File: config.mk
export PLATFORM = sky130hd
export DESIGN_NAME = mao_order
export DESIGN_NICKNAME = d
export VERILOG_FILES = /design/src/hdl/mao_pkg.sv /design/src/hdl/mao_order.sv /design/src/hdl/mao_classify.sv /design/src/hdl/mao_pend_count.sv
export SDC_FILE = /design/constraint.sdc
export NUM_CORES = 1
export LEC_CHECK = 0
export ABC_AREA = 1
export BUFFER_PORTS_ARGS = -buffer_cell sky130_fd_sc_hd__buf_4
export CORE_MARGIN = 2
export CORE_UTILIZATION = 45
export CTS_CLUSTER_DIAMETER = 120
export DETAILED_ROUTE_END_ITERATION = 12
export GPL_TIMING_DRIVEN = 0
export PLACE_DENSITY = 0.74
export SYNTH_ARGS = -nofsm -noshare
export SYNTH_HDL_FRONTEND = slang
export SYNTH_SLANG_ARGS = --single-unit
File: constraint.sdc
create_clock -name clk -period 4.1 [get_ports clk]
set_input_delay 0.82 -clock clk [delete_from_list [all_inputs] [get_ports clk]]
set_output_delay 0.82 -clock clk [all_outputs]
set_load 0.005 [all_outputs]
File: src/hdl/mao_pkg.sv
package mao_pkg;
  // ==========================================================
  // storage attribute field (w i m g e)
  localparam int ATTR_W = 5;
  localparam int ATTR_W_BIT = 4;
  localparam int ATTR_I_BIT = 3;
  localparam int ATTR_M_BIT = 2;
  localparam int ATTR_G_BIT = 1;
  localparam int ADDR_W = 32;
  // ==========================================================
  // access classes
  localparam logic [1:0] CLS_CIG = 2'h0;
  localparam logic [1:0] CLS_CIN = 2'h1;
  localparam logic [1:0] CLS_WT = 2'h2;
  localparam logic [1:0] CLS_WB = 2'h3;
  // ==========================================================
  // core operation codes
  localparam logic [2:0] OP_LOAD = 3'h0;
  localparam logic [2:0] OP_STORE = 3'h1;
  localparam logic [2:0] OP_HEAVY = 3'h2;
  localparam logic [2:0] OP_ACC0 = 3'h3;
  localparam logic [2:0] OP_ACC1 = 3'h4;
  localparam logic [2:0] OP_LIGHT = 3'h5;
  localparam logic [2:0] OP_CTXSER = 3'h6;
  // ==========================================================
  // outstanding groups, index {class, store}
  localparam int NGRP = 8;
  localparam int CNT_W = 4;
  localparam logic [7:0] MASK_NONE = 8'h00;
  localparam logic [7:0] MASK_ALL = 8'hff;
  localparam logic [7:0] MASK_ACC1 = 8'ha3;
  localparam logic [7:0] MASK_LIGHT = 8'h40;
  localparam logic [7:0] MASK_LOADS = 8'h55;
  localparam logic [2:0] GRP_WB_ST = 3'h7;
  // ==========================================================
  // apb registers
  localparam logic [11:0] REG_CTRL = 12'h000;
  localparam logic [11:0] REG_STAT = 12'h004;
  localparam int CTRL_GOF_BIT = 0;
  localparam int STAT_FENCE_BIT = 0;
  localparam int STAT_HOLD_BIT = 1;
  localparam int STAT_LBLK_BIT = 2;
  localparam int STAT_SER_BIT = 3;
  localparam int STAT_NZ_LSB = 8;
  localparam logic CTRL_GOF_RST = 1'b0;

  function automatic logic [2:0] grp_index(input logic [1:0] cls, input logic store);
    grp_index = {cls, store};
  endfunction

  function automatic logic [7:0] fence_mask(input logic [2:0] op);
    case (op)
      OP_HEAVY: fence_mask = MASK_ALL;
      OP_ACC0: fence_mask = MASK_ALL;
      OP_ACC1: fence_mask = MASK_ACC1;
      OP_LIGHT: fence_mask = MASK_LIGHT;
      OP_CTXSER: fence_mask = MASK_LOADS;
      default: fence_mask = MASK_NONE;
    endcase
  endfunction
endpackage

File: src/hdl/mao_order.sv
// Operation
// - mixed attributes ordered by full fences; write-through/guarded also by access fence 1
// - heavy fence and access fence 0 exist and enforce every ordering
// - guarded uncached: st-st, ld-ld, ld-st kept; st-ld by force bit or fences
// - uncached unguarded: ld-st kept; others need access fence 0 or heavy
// - write-through: ld-st kept; st-st by access fence 1; rest need full fence
// - write-back: ld-st kept; st-st, ld-ld by light fence; st-ld full fence
// - heavy fence: all earlier accesses performed before any later one
// - heavy fence ordering is cumulative across other agents' accesses
// - instruction fetches after heavy fence need not wait
// - context serialize: earlier load performed before any later load
// - load to cacheable stored location may be served locally, invisible outside
// - conditional store may complete, setting condition_field0, before performed
// - control dependencies never order accesses
// - resource dependencies never order accesses
// - accesses complete before being performed; program order only locally
// - atomic accesses to one location performed in program order
// - uncached accesses go to main memory; fences order them regardless of coherence
// - force bit keeps guarded uncached loads and stores in order end to end
// - light fence orders write-back coherent pairs except store then load
// - heavy fence keeps later instructions from starting until it completes
//
// Design decisions made here: register access over APB and the placing of the registers.
`timescale 1ns/1ps
module mao_order
  import mao_pkg::*;
(
  // clock and reset
  input wire logic clk,
  input wire logic reset_n,
  // apb slave
  input wire logic psel,
  input wire logic penable,
  input wire logic pwrite,
  input wire logic [11:0] paddr,
  input wire logic [31:0] pwdata,
  output logic [31:0] prdata,
  output logic pready,
  output logic pslverr,
  // core request, program order
  input wire logic req_valid,
  input wire logic [2:0] req_op,
  input wire logic [ADDR_W-1:0] req_addr,
  input wire logic [ATTR_W-1:0] req_attr,
  input wire logic req_atomic,
  input wire logic req_fwd_hit,
  input wire logic req_cond,
  input wire logic req_resv_ok,
  output logic req_ready,
  // core completion
  output logic load_local,
  output logic cond_done,
  output logic condition_field0,
  output logic serialize_busy,
  // instruction fetch
  input wire logic fetch_valid,
  output logic fetch_issue,
  // memory subsystem
  output logic mem_valid,
  output logic mem_store,
  output logic [ADDR_W-1:0] mem_addr,
  output logic [ATTR_W-1:0] mem_attr,
  output logic mem_atomic,
  input wire logic mem_ready,
  input wire logic ack_valid,
  input wire logic [1:0] ack_class,
  input wire logic ack_store,
  input wire logic ack_atomic
);
  logic hold_valid_ff;
  logic [2:0] hold_op_ff;
  logic [ADDR_W-1:0] hold_addr_ff;
  logic [ATTR_W-1:0] hold_attr_ff;
  logic hold_atomic_ff;
  logic hold_fwd_ff;
  logic hold_cond_ff;
  logic hold_resv_ff;
  logic hold_store_ff;
  logic mem_valid_ff;
  logic req_ready_ff;
  logic load_local_ff;
  logic cond_done_ff;
  logic cond_field0_ff;
  logic serialize_busy_ff;
  logic fetch_issue_ff;
  logic lf_block_ff;
  logic gof_ff;
  logic [31:0] prdata_ff;
  logic pready_ff;
  logic pslverr_ff;
  logic [1:0] hold_cls;
  logic hold_cacheable;
  logic [NGRP-1:0] grp_nz;
  logic [NGRP-1:0] grp_full;
  logic [NGRP-1:0] grp_inc;
  logic [NGRP-1:0] grp_dec;
  logic atom_nz;
  logic atom_full;
  logic is_access;
  logic is_store;
  logic is_fence;
  logic is_local;
  logic [2:0] hold_grp;
  logic ld_any;
  logic blocked;
  logic fence_done;
  logic handshake;
  logic release_hold;
  logic accept;
  logic nxt_mem_valid;
  logic apb_wr;
  logic apb_rd;

  // ==========================================================
  // decode of the held operation
  mao_classify u_classify (
    .attr(hold_attr_ff),
    .cls(hold_cls),
    .cacheable(hold_cacheable)
  );

  assign is_access = (hold_op_ff == OP_LOAD) || (hold_op_ff == OP_STORE);
  assign is_store = (hold_op_ff == OP_STORE);
  assign is_fence = hold_valid_ff && !is_access;
  assign hold_grp = grp_index(hold_cls, is_store);
  // store-queue forwarding: no outside visibility, no ordering against others
  assign is_local = hold_valid_ff && !is_store && is_access && hold_fwd_ff
                    && hold_cacheable;
  assign ld_any = |(grp_nz & MASK_LOADS);
  assign handshake = mem_valid_ff && mem_ready;

  // ==========================================================
  // outstanding access tracking, one counter per group
  genvar gi;
  generate
    for (gi = 0; gi < NGRP; gi++)
    begin : g_cnt
      assign grp_inc[gi] = handshake && (hold_grp == 3'(gi));
      // an ack means performed with respect to all agents, incl. cumulative ones
      assign grp_dec[gi] = ack_valid && (grp_index(ack_class, ack_store) == 3'(gi));
      mao_pend_count u_cnt (
        .clk(clk),
        .reset_n(reset_n),
        .inc(grp_inc[gi]),
        .dec(grp_dec[gi]),
        .nonzero(grp_nz[gi]),
        .full(grp_full[gi])
      );
    end
  endgenerate

  mao_pend_count u_atom_cnt (
    .clk(clk),
    .reset_n(reset_n),
    .inc(handshake && hold_atomic_ff),
    .dec(ack_valid && ack_atomic),
    .nonzero(atom_nz),
    .full(atom_full)
  );

  // ==========================================================
  // implicit ordering; branches and register reuse never enter here
  always_comb
  begin
    blocked = grp_full[hold_grp] || (hold_atomic_ff && atom_full);
    if (is_store && ld_any)
    begin
      blocked = 1'b1;
    end
    if ((hold_cls == CLS_CIG) && grp_nz[hold_grp])
    begin
      blocked = 1'b1;
    end
    if ((hold_cls == CLS_CIG) && !is_store && gof_ff && grp_nz[grp_index(CLS_CIG, 1'b1)])
    begin
      blocked = 1'b1;
    end
    if (is_store && (hold_cls == CLS_WB) && lf_block_ff && grp_nz[GRP_WB_ST])
    begin
      blocked = 1'b1;
    end
    if (hold_atomic_ff && atom_nz)
    begin
      blocked = 1'b1;
    end
  end

  // masks ignore the coherence bit, so heavy and access fence 0 cover all uncached traffic
  assign fence_done = is_fence && ((fence_mask(hold_op_ff) & grp_nz) == MASK_NONE);
  assign release_hold = handshake || is_local || fence_done;
  assign accept = req_valid && req_ready_ff;
  assign nxt_mem_valid = hold_valid_ff && is_access && !is_local && !blocked
                         && !handshake;

  // ==========================================================
  // holding register; completion returns before the access is performed
  always_ff @(posedge clk or negedge reset_n)
  begin
    if (!reset_n)
    begin
      hold_valid_ff <= 1'b0;
      hold_op_ff <= OP_LOAD;
      hold_addr_ff <= '0;
      hold_attr_ff <= '0;
      hold_atomic_ff <= 1'b0;
      hold_fwd_ff <= 1'b0;
      hold_cond_ff <= 1'b0;
      hold_resv_ff <= 1'b0;
      hold_store_ff <= 1'b0;
    end
    else if (accept)
    begin
      hold_valid_ff <= 1'b1;
      hold_op_ff <= req_op;
      hold_addr_ff <= req_addr;
      hold_attr_ff <= req_attr;
      hold_atomic_ff <= req_atomic;
      hold_fwd_ff <= req_fwd_hit;
      hold_cond_ff <= req_cond;
      hold_resv_ff <= req_resv_ok;
      hold_store_ff <= (req_op == OP_STORE);
    end
    else if (release_hold)
    begin
      hold_valid_ff <= 1'b0;
    end
  end

  // one request in flight keeps the ready flop simple; costs a bubble per access
  always_ff @(posedge clk or negedge reset_n)
  begin
    if (!reset_n)
    begin
      req_ready_ff <= 1'b0;
    end
    else
    begin
      req_ready_ff <= !accept && (!hold_valid_ff || release_hold);
    end
  end

  // once raised, mem_valid stays until taken; counters only fall meanwhile
  always_ff @(posedge clk or negedge reset_n)
  begin
    if (!reset_n)
    begin
      mem_valid_ff <= 1'b0;
    end
    else
    begin
      mem_valid_ff <= mem_valid_ff ? !handshake : nxt_mem_valid;
    end
  end

  // ==========================================================
  // completion pulses
  always_ff @(posedge clk or negedge reset_n)
  begin
    if (!reset_n)
    begin
      load_local_ff <= 1'b0;
      cond_done_ff <= 1'b0;
      cond_field0_ff <= 1'b0;
    end
    else
    begin
      load_local_ff <= is_local;
      cond_done_ff <= handshake && hold_cond_ff;
      if (handshake && hold_cond_ff)
      begin
        cond_field0_ff <= hold_resv_ff;
      end
    end
  end

  // ==========================================================
  // heavy fence serialisation, fetch pass, light fence store blocking
  always_ff @(posedge clk or negedge reset_n)
  begin
    if (!reset_n)
    begin
      serialize_busy_ff <= 1'b0;
      fetch_issue_ff <= 1'b0;
      lf_block_ff <= 1'b0;
    end
    else
    begin
      serialize_busy_ff <= is_fence && (hold_op_ff == OP_HEAVY) && !fence_done;
      fetch_issue_ff <= fetch_valid;
      // later loads may pass earlier stores; only later stores wait
      lf_block_ff <= ((fence_done && (hold_op_ff == OP_LIGHT)) || lf_block_ff)
                     && grp_nz[GRP_WB_ST];
    end
  end

  // ==========================================================
  // apb registers, one wait-free access phase
  assign apb_wr = psel && penable && pready_ff && pwrite;
  assign apb_rd = psel && !penable && !pwrite;

  always_ff @(posedge clk or negedge reset_n)
  begin
    if (!reset_n)
    begin
      pready_ff <= 1'b0;
      pslverr_ff <= 1'b0;
      prdata_ff <= '0;
    end
    else
    begin
      pready_ff <= psel && !penable;
      pslverr_ff <= psel && !penable && (paddr != REG_CTRL) && (paddr != REG_STAT);
      prdata_ff <= '0;
      if (apb_rd && (paddr == REG_CTRL))
      begin
        prdata_ff[CTRL_GOF_BIT] <= gof_ff;
      end
      else if (apb_rd && (paddr == REG_STAT))
      begin
        prdata_ff[STAT_FENCE_BIT] <= is_fence;
        prdata_ff[STAT_HOLD_BIT] <= hold_valid_ff;
        prdata_ff[STAT_LBLK_BIT] <= lf_block_ff;
        prdata_ff[STAT_SER_BIT] <= serialize_busy_ff;
        prdata_ff[STAT_NZ_LSB +: NGRP] <= grp_nz;
      end
    end
  end

  always_ff @(posedge clk or negedge reset_n)
  begin
    if (!reset_n)
    begin
      gof_ff <= CTRL_GOF_RST;
    end
    else if (apb_wr && (paddr == REG_CTRL))
    begin
      gof_ff <= pwdata[CTRL_GOF_BIT];
    end
  end

  // ==========================================================
  // outputs
  assign prdata = prdata_ff;
  assign pready = pready_ff;
  assign pslverr = pslverr_ff;
  assign req_ready = req_ready_ff;
  assign load_local = load_local_ff;
  assign cond_done = cond_done_ff;
  assign condition_field0 = cond_field0_ff;
  assign serialize_busy = serialize_busy_ff;
  assign fetch_issue = fetch_issue_ff;
  assign mem_valid = mem_valid_ff;
  assign mem_store = hold_store_ff;
  assign mem_addr = hold_addr_ff;
  assign mem_attr = hold_attr_ff;
  assign mem_atomic = hold_atomic_ff;
endmodule

File: src/hdl/mao_classify.sv
`timescale 1ns/1ps
module mao_classify
  import mao_pkg::*;
(
  // attribute in
  input wire logic [ATTR_W-1:0] attr,
  // class out
  output logic [1:0] cls,
  output logic cacheable
);
  // ==========================================================
  // decode
  always_comb
  begin
    cacheable = ~attr[ATTR_I_BIT];
    if (attr[ATTR_I_BIT])
    begin
      cls = attr[ATTR_G_BIT] ? CLS_CIG : CLS_CIN;
    end
    else if (attr[ATTR_W_BIT])
    begin
      cls = CLS_WT;
    end
    else
    begin
      cls = CLS_WB;
    end
  end
endmodule

File: src/hdl/mao_pend_count.sv
`timescale 1ns/1ps
module mao_pend_count
  import mao_pkg::*;
(
  // clock and reset
  input wire logic clk,
  input wire logic reset_n,
  // events
  input wire logic inc,
  input wire logic dec,
  // state
  output logic nonzero,
  output logic full
);
  logic [CNT_W-1:0] cnt_ff;
  localparam logic [CNT_W-1:0] CNT_ONE = {{(CNT_W-1){1'b0}}, 1'b1};
  localparam logic [CNT_W-1:0] CNT_MAX = {CNT_W{1'b1}};

  // ==========================================================
  // count of issued, not yet performed accesses
  always_ff @(posedge clk or negedge reset_n)
  begin
    if (!reset_n)
    begin
      cnt_ff <= '0;
    end
    else if (inc && !dec)
    begin
      cnt_ff <= cnt_ff + CNT_ONE;
    end
    else if (dec && !inc && nonzero)
    begin
      cnt_ff <= cnt_ff - CNT_ONE;
    end
  end

  assign nonzero = (cnt_ff != '0);
  assign full = (cnt_ff == CNT_MAX);
endmodule

# Word level (Yosys, flattened, before mapping)
# Index checks and enable logic that the tools add are counted.
# Widths: inputs -> output; s select.
# totals
input_bits,101
out_inout_bits,80
reg_bits,105
word_cells,268
# classes
magnitude_cmp,1
addsub,18
n_reduce_logical,145
bitwise,2
mux,39
n_eq_ne,33
# op_table
operator,n
$logic_and 1x1->1,83
$mux 4,19
$add 4x1->4 const B,9
$eq 4x4->1 const B,9
$reduce_bool 4->1,9
$sub 4x1->4 const B,9
$eq 3x3->1 const B,11
$pmux 8 s4,1
$logic_not 1->1,28
$reduce_bool 2->1,10
$eq 3x2->1 const B,6
$mux 8,2
$mux 1,13
$eq 12x3->1 const B,1
$eq 3x1->1 const B,4
$logic_not 12->1,1
$ne 12x3->1 const B,1
$reduce_bool 12->1,1
$logic_not 3->1,3
$and 8x8->8,1
$logic_not 8->1,1
$bmux 1 s3,2
$logic_or 1x1->1,6
$lt 3x4->1 const B,1
other kinds (7),7

# Longest topological paths before layout
# depth
word_depth,14
depth_mapped,15
mapped_depth_nobuf,15

# Hierarchy
# From an unflattened synthesis, not the netlist that was laid out.
# unflattened
hier_cells,827
hier_area_um2,6342.3
# by_module_without_submodules
mod,seq_area_each_um2,cells_per_inst,instances,area_per_inst_um2
mao_order,1726.7,397,1,3188.1
mao_pend_count,100.1,47,9,346.6
mao_classify,0.0,7,1,35.0

# Worst setup path before layout
# Ideal clock, no wire load.
# synth_path
path_kind,input port to flip-flop
startpoint,input port mem_ready
endpoint,register g_cnt[4].u_cnt.cnt_ff[3]
setup_slack_ps,1677
n_path_buf,0
required_ps,3983
t_arrival_ps,2306
setup_time_ps,117
stages,11
cell_sequence,nand2_1 inv_1 nand4_2 or2_4 ha_1 a21o_1 a21oi_1 o21bai_1 nand2_1 nand2_1 nand2_1
# synth_via
elab_chain_cells,6
word_cells_on_any_way,8
cone_classes,1 x mux; 7 x reduce/logical
# synth_lines
element,line,source
start: declaration,mao_order.sv:64,"input wire logic mem_ready,"
$logic_and 1x1->1 *,mao_order.sv:130,assign handshake = mem_valid_ff && mem_ready;
$logic_and 1x1->1 *,mao_order.sv:138,assign grp_inc[gi] = handshake && (hold_grp == 3'(gi));
$logic_not 1->1,mao_pend_count.sv:31,else if (dec && !inc && nonzero)
$logic_and 1x1->1 (2 in a row),mao_pend_count.sv:31,
$reduce_bool 2->1 (no source line),n/a,
end signal: assignment,mao_pend_count.sv:29,cnt_ff <= cnt_ff + CNT_ONE;
end signal: assignment,mao_pend_count.sv:33,cnt_ff <= cnt_ff - CNT_ONE;
end: declaration,mao_pend_count.sv:15,logic [CNT_W-1:0] cnt_ff;
# Every way passes the cells marked *; elsewhere a longest branch is shown, timed or not.
# A chain may end at the register's enable or synchronous reset.

# Worst setup path in the final report
# layout_path
startpoint,input port mem_ready
endpoint,register g_cnt[6].u_cnt.cnt_ff[3]
# layout_via
elab_chain_cells,6
word_cells_on_any_way,8
cone_classes,1 x mux; 7 x reduce/logical
# layout_lines
element,line
$logic_and 1x1->1 *,mao_order.sv:130
$logic_and 1x1->1 *,mao_order.sv:138
$logic_not 1->1,mao_pend_count.sv:31
$logic_and 1x1->1 (2 in a row),mao_pend_count.sv:31
$reduce_bool 2->1 (no source line),n/a
end signal: assignment,mao_pend_count.sv:29
end signal: assignment,mao_pend_count.sv:33
end: declaration,mao_pend_count.sv:15
# Marks and branches as above.

==> load_flow_metrics.sql <==
INSERT INTO impl_metrics (metric_group, metric, value, unit) VALUES
('status', 'status', 'complete, no violations', ''),
('power', 'p_total', '4.61', 'mW'),
('setup_path', 'worst_path_dominant_cell_family', 'simple AND/OR/NAND/NOR gates', ''),
('timing', 'finalSetupViolCount', '0', ''),
('setup_path', 'timing.critical_path.arrival', '2730', 'ps'),
('logic_synthesis', 'yosysUniqueCellTypes', '39', ''),
('clock_tree', 'clk_latency', '360', 'ps'),
('logic_synthesis', 'postSynthRegisterBits', '105', ''),
('placement', 'dpl.hpwl', '9.74', 'mm'),
('power', 'irDropWorstVdd', '0.000320', 'V'),
('clock_tree', 'post_cts.resized_instances', '0', ''),
('setup_path', 'cpMostUsedCell', 'nand2_1', ''),
('setup_path', 'critPathCaptureType', 'register', ''),
('clock_tree', 'cts-buffers-inserted', '9', ''),
('setup_path', 'cp_max_fo', '5', ''),
('layout', 'num-nets-final', '982', ''),
('power', 'power-per-cell-area', '639', 'nW/µm²'),
('placement', 'place.gp.congestion', '0.873', ''),
('clock_tree', 'clk_pin_slew_worst_paths', '70', 'ps'),
('route', 'drt-wirelength-per-cell', '12.4', 'µm'),
('floorplan', 'floorplan.die.width', '116', 'µm'),
('floorplan', 'design.die.area', '13400', 'µm²'),
('logic_synthesis', 'syn-mean-instance-area', '8.12', 'µm²'),
('floorplan', 'boundaryPins', '181', ''),
('layout', 'num_antenna_cells', '0', ''),
('timing', 'fin_crit', '2490', 'ps'),
('layout', 'syn_to_final_growth', '28.0', '%'),
('logic_synthesis', 'synthesis_warning_total', '0', ''),
('timing', 'maxSlewHeadroom', '0.649', ''),
('route', 'drt_iter0_markers', '254', ''),
('grt', 'grt_pass1_vias', '4455', ''),
('timing', 'final_min_period_over_clock_period', '0.607', ''),
('timing', 'transition_time_of_the_tightest_slew_check_pin', '526', 'ps'),
('setup_path', 'crit_path_start_kind', 'primary input', ''),
('route', 'vias_per_cell', '4.66', ''),
('timing', 'finalSetupTns', '0', 'ps'),
('logic_synthesis', 'seq_area_frac_synth', '0.466', ''),
('grt', 'grt_pass1_wl', '20.6', 'mm'),
('clock_tree', 'cts-root-to-sink-buffers', '2', ''),
('floorplan', 'core-area', '12100', 'µm²'),
('timing', 'finalClockSkew', '9.82', 'ps'),
('setup_path', 'path_cells', 'buf_4, nand2_1, nor2_1, nand2_1, nor2_2, inv_1, ha_1, a21o_1, a21oi_1, nand2b_1, nand2_1, nand2_1, nand2_1', ''),
('setup_path', 'cp_slowest_cell', 'nor2_1', ''),
('clock_tree', 'ctsHoldBuffers', '0', ''),
('timing', 'maxClockFrequency', '402', 'MHz'),
('clock_tree', 'cts_root_buffer', 'clkbuf_16', ''),
('layout', 'leading_cell_type_in_the_layout_fill_and_taps_excluded', 'nand2_1', ''),
('setup_path', 'worstSetupPathType', 'primary input to register', ''),
('layout', 'fillerInstances', '1163', ''),
('timing', 'report.final.slew_viol_count', '0', ''),
('layout', 'mostFrequentLayoutCells', 'nand2_1, buf_4, dfrtp_1, nor2_1, inv_1', ''),
('grt', 'pin_count_of_the_biggest_net_entering_global_routing', '106', ''),
('power', 'total_leakage_power', '3.87', 'nW'),
('route', 'firstDrtPassIters', '4', ''),
('logic_synthesis', 'syn_inst', '694', ''),
('grt', 'gr-usage-all-layers', '0.198', ''),
('route', 'drcViolationCount', '0', ''),
('route', 'routed_wl', '12.7', 'mm'),
('grt', 'globalRoute.totalOverflow', '0', ''),
('min_path', 'min-delay-path-class', 'primary input to async pin', ''),
('floorplan', 'initial_core_util', '0.465', ''),
('clock_tree', 'tritoncts', 'done', ''),
('logic_synthesis', 'post_synth_instance_area', '5630', 'µm²'),
('route', 'route.vias.total', '4784', ''),
('clock_tree', 'htree_levels', '3', ''),
('floorplan', 'core.rowCount', '40', ''),
('grt', 'initial_antenna_violation_count', '0', ''),
('floorplan', 'die_h', '116', 'µm'),
('layout', 'post_route_cells_drive_above_1_share', '0.228', ''),
('clock_tree', 'numClockSinks', '105', ''),
('job', 'timing.max_cap.violations', '0', ''),
('timing', 'unrepaired_setup_endpoints_after_global_routing', 'no', ''),
('placement', 'portBuffers', '129', ''),
('setup_path', 'setup.reg_to_reg.worst_slack', '1730', 'ps'),
('route', 'route.antenna.remaining_nets', '0', ''),
('clock_tree', 'cts_post_setup_buffers_inserted', '0', ''),
('timing', 'hold_viol', '0', ''),
('setup_path', 'required', '4340', 'ps'),
('setup_path', 'timing.critical_path.buf_inv', '2', ''),
('setup_path', 'worst_path_largest_cell_delay', '320', 'ps');
[metrics by stage]
| stage | hold WS [ps] | utilization | instance area (µm²) | cells | worst slack [ps] |
|---|---|---|---|---|---|
| after global routing | 397 | 0.595 | 7210 | 1027 | 1410 |
| after global placement | 463 | 0.568 | 6880 | 1010 | 1270 |
| after CTS | 494 | 0.593 | 7180 | 1026 | 1620 |
| after floorplan | 443 | - | 5710 | 713 | 1680 |
| after detailed placement | 469 | 0.568 | 6880 | 1010 | 1250 |
| final | 366 | 0.595 | 7210 | 1027 | 1610 |
[per-layer routing]
layer | vias to the layer above | wire length [µm] | GRT usage
met5 | - | 0 | 0
met4 | 0 | 176 | 0.0667
met3 | 12 | 1070 | 0.0607
met2 | 158 | 5760 | 0.313
met1 | 2159 | 5720 | 0.261
li1 | 2455 | - | -
[worst paths after layout]
| kind | endpoint | cells past startpoint | startpoint |
|---|---|---|---|
| worst min-delay path | g_cnt[5].u_cnt.cnt_ff[1] | 1 | reset_n |
| worst max register to register | g_cnt[4].u_cnt.cnt_ff[3] | 12 | hold_op_ff[2] |
| min in group clk | mem_addr[23] | 2 | mem_addr[23] |
| worst min register to register | mem_addr[23] | 2 | mem_addr[23] |
| worst max-delay path | g_cnt[6].u_cnt.cnt_ff[3] | 13 | mem_ready |
| max in group asynchronous | g_cnt[7].u_cnt.cnt_ff[2] | 2 | reset_n |
[cell families (layout without fill, tap and decap cells)]
group                      after synthesis  after routing  share of synthesized area
AOI/OAI and AO/OA                       52             52                     0.0513
xor gates and xnor gates                20             20                     0.0324
adders and majority gates               27             27                     0.0720
buffers and inverters                   88            234                     0.0733
DFF                                    105            105                      0.466
muxes                                    1              1                    0.00200
other                                    1             20                   0.000666
and+or+nand+nor                        400            400                      0.302
[sequential cells by signal, summed over array words and instances, names as in the netlist, 3 cells and up]
name	flops
mem_attr	5
u_atom_cnt.cnt_ff	4
mem_addr	32
prdata	12
g_cnt.u_cnt.cnt_ff	32
hold_op_ff	3
[synth_stat cells, drive strengths merged]
cell type | count | area [µm²]
o31ai | 1 | 7.51
dfrtp | 105 | 2630
conb | 1 | 3.75
nand2b | 1 | 6.26
o21bai | 1 | 7.51
nor4 | 1 | 6.26
inv | 57 | 214
xor2 | 15 | 139
nand4 | 6 | 43.8
a31oi | 1 | 6.26
and3 | 1 | 6.26
nand3 | 37 | 190
nor3 | 5 | 25.0
nand2 | 263 | 1020
or2 | 5 | 33.8
buf | 22 | 165
o211ai | 2 | 15.0
xnor2 | 5 | 43.8
clkbuf | 9 | 33.8
a21oi | 19 | 95.1
ha | 18 | 225
mux2 | 1 | 11.3
nand3b | 5 | 37.5
nor2 | 76 | 328
a21o | 7 | 52.6
fa | 9 | 180
o21ai | 21 | 105
[area by class of cell]
cell class / instances / area (µm²) / share of cell area
Clock buffer: 10 / 239 / 0.0331
Multi-Input combinational cell: 520 / 2670 / 0.370
Buffer: 31 / 199 / 0.0276
Sequential cell: 105 / 2630 / 0.364
Clock inverter: 6 / 55.1 / 0.00764
Inverter: 57 / 214 / 0.0297
Timing Repair Buffer: 130 / 1000 / 0.139
Tap cell: 168 / 210 / 0.0292
[report_power, final]
group	internal [mW]	switching, mW
combinational	0.899	0.983
clock	0.443	0.417
sequential	1.45	0.415
total	2.80	1.81
No activity file was read; power rests on OpenSTA's default activity.
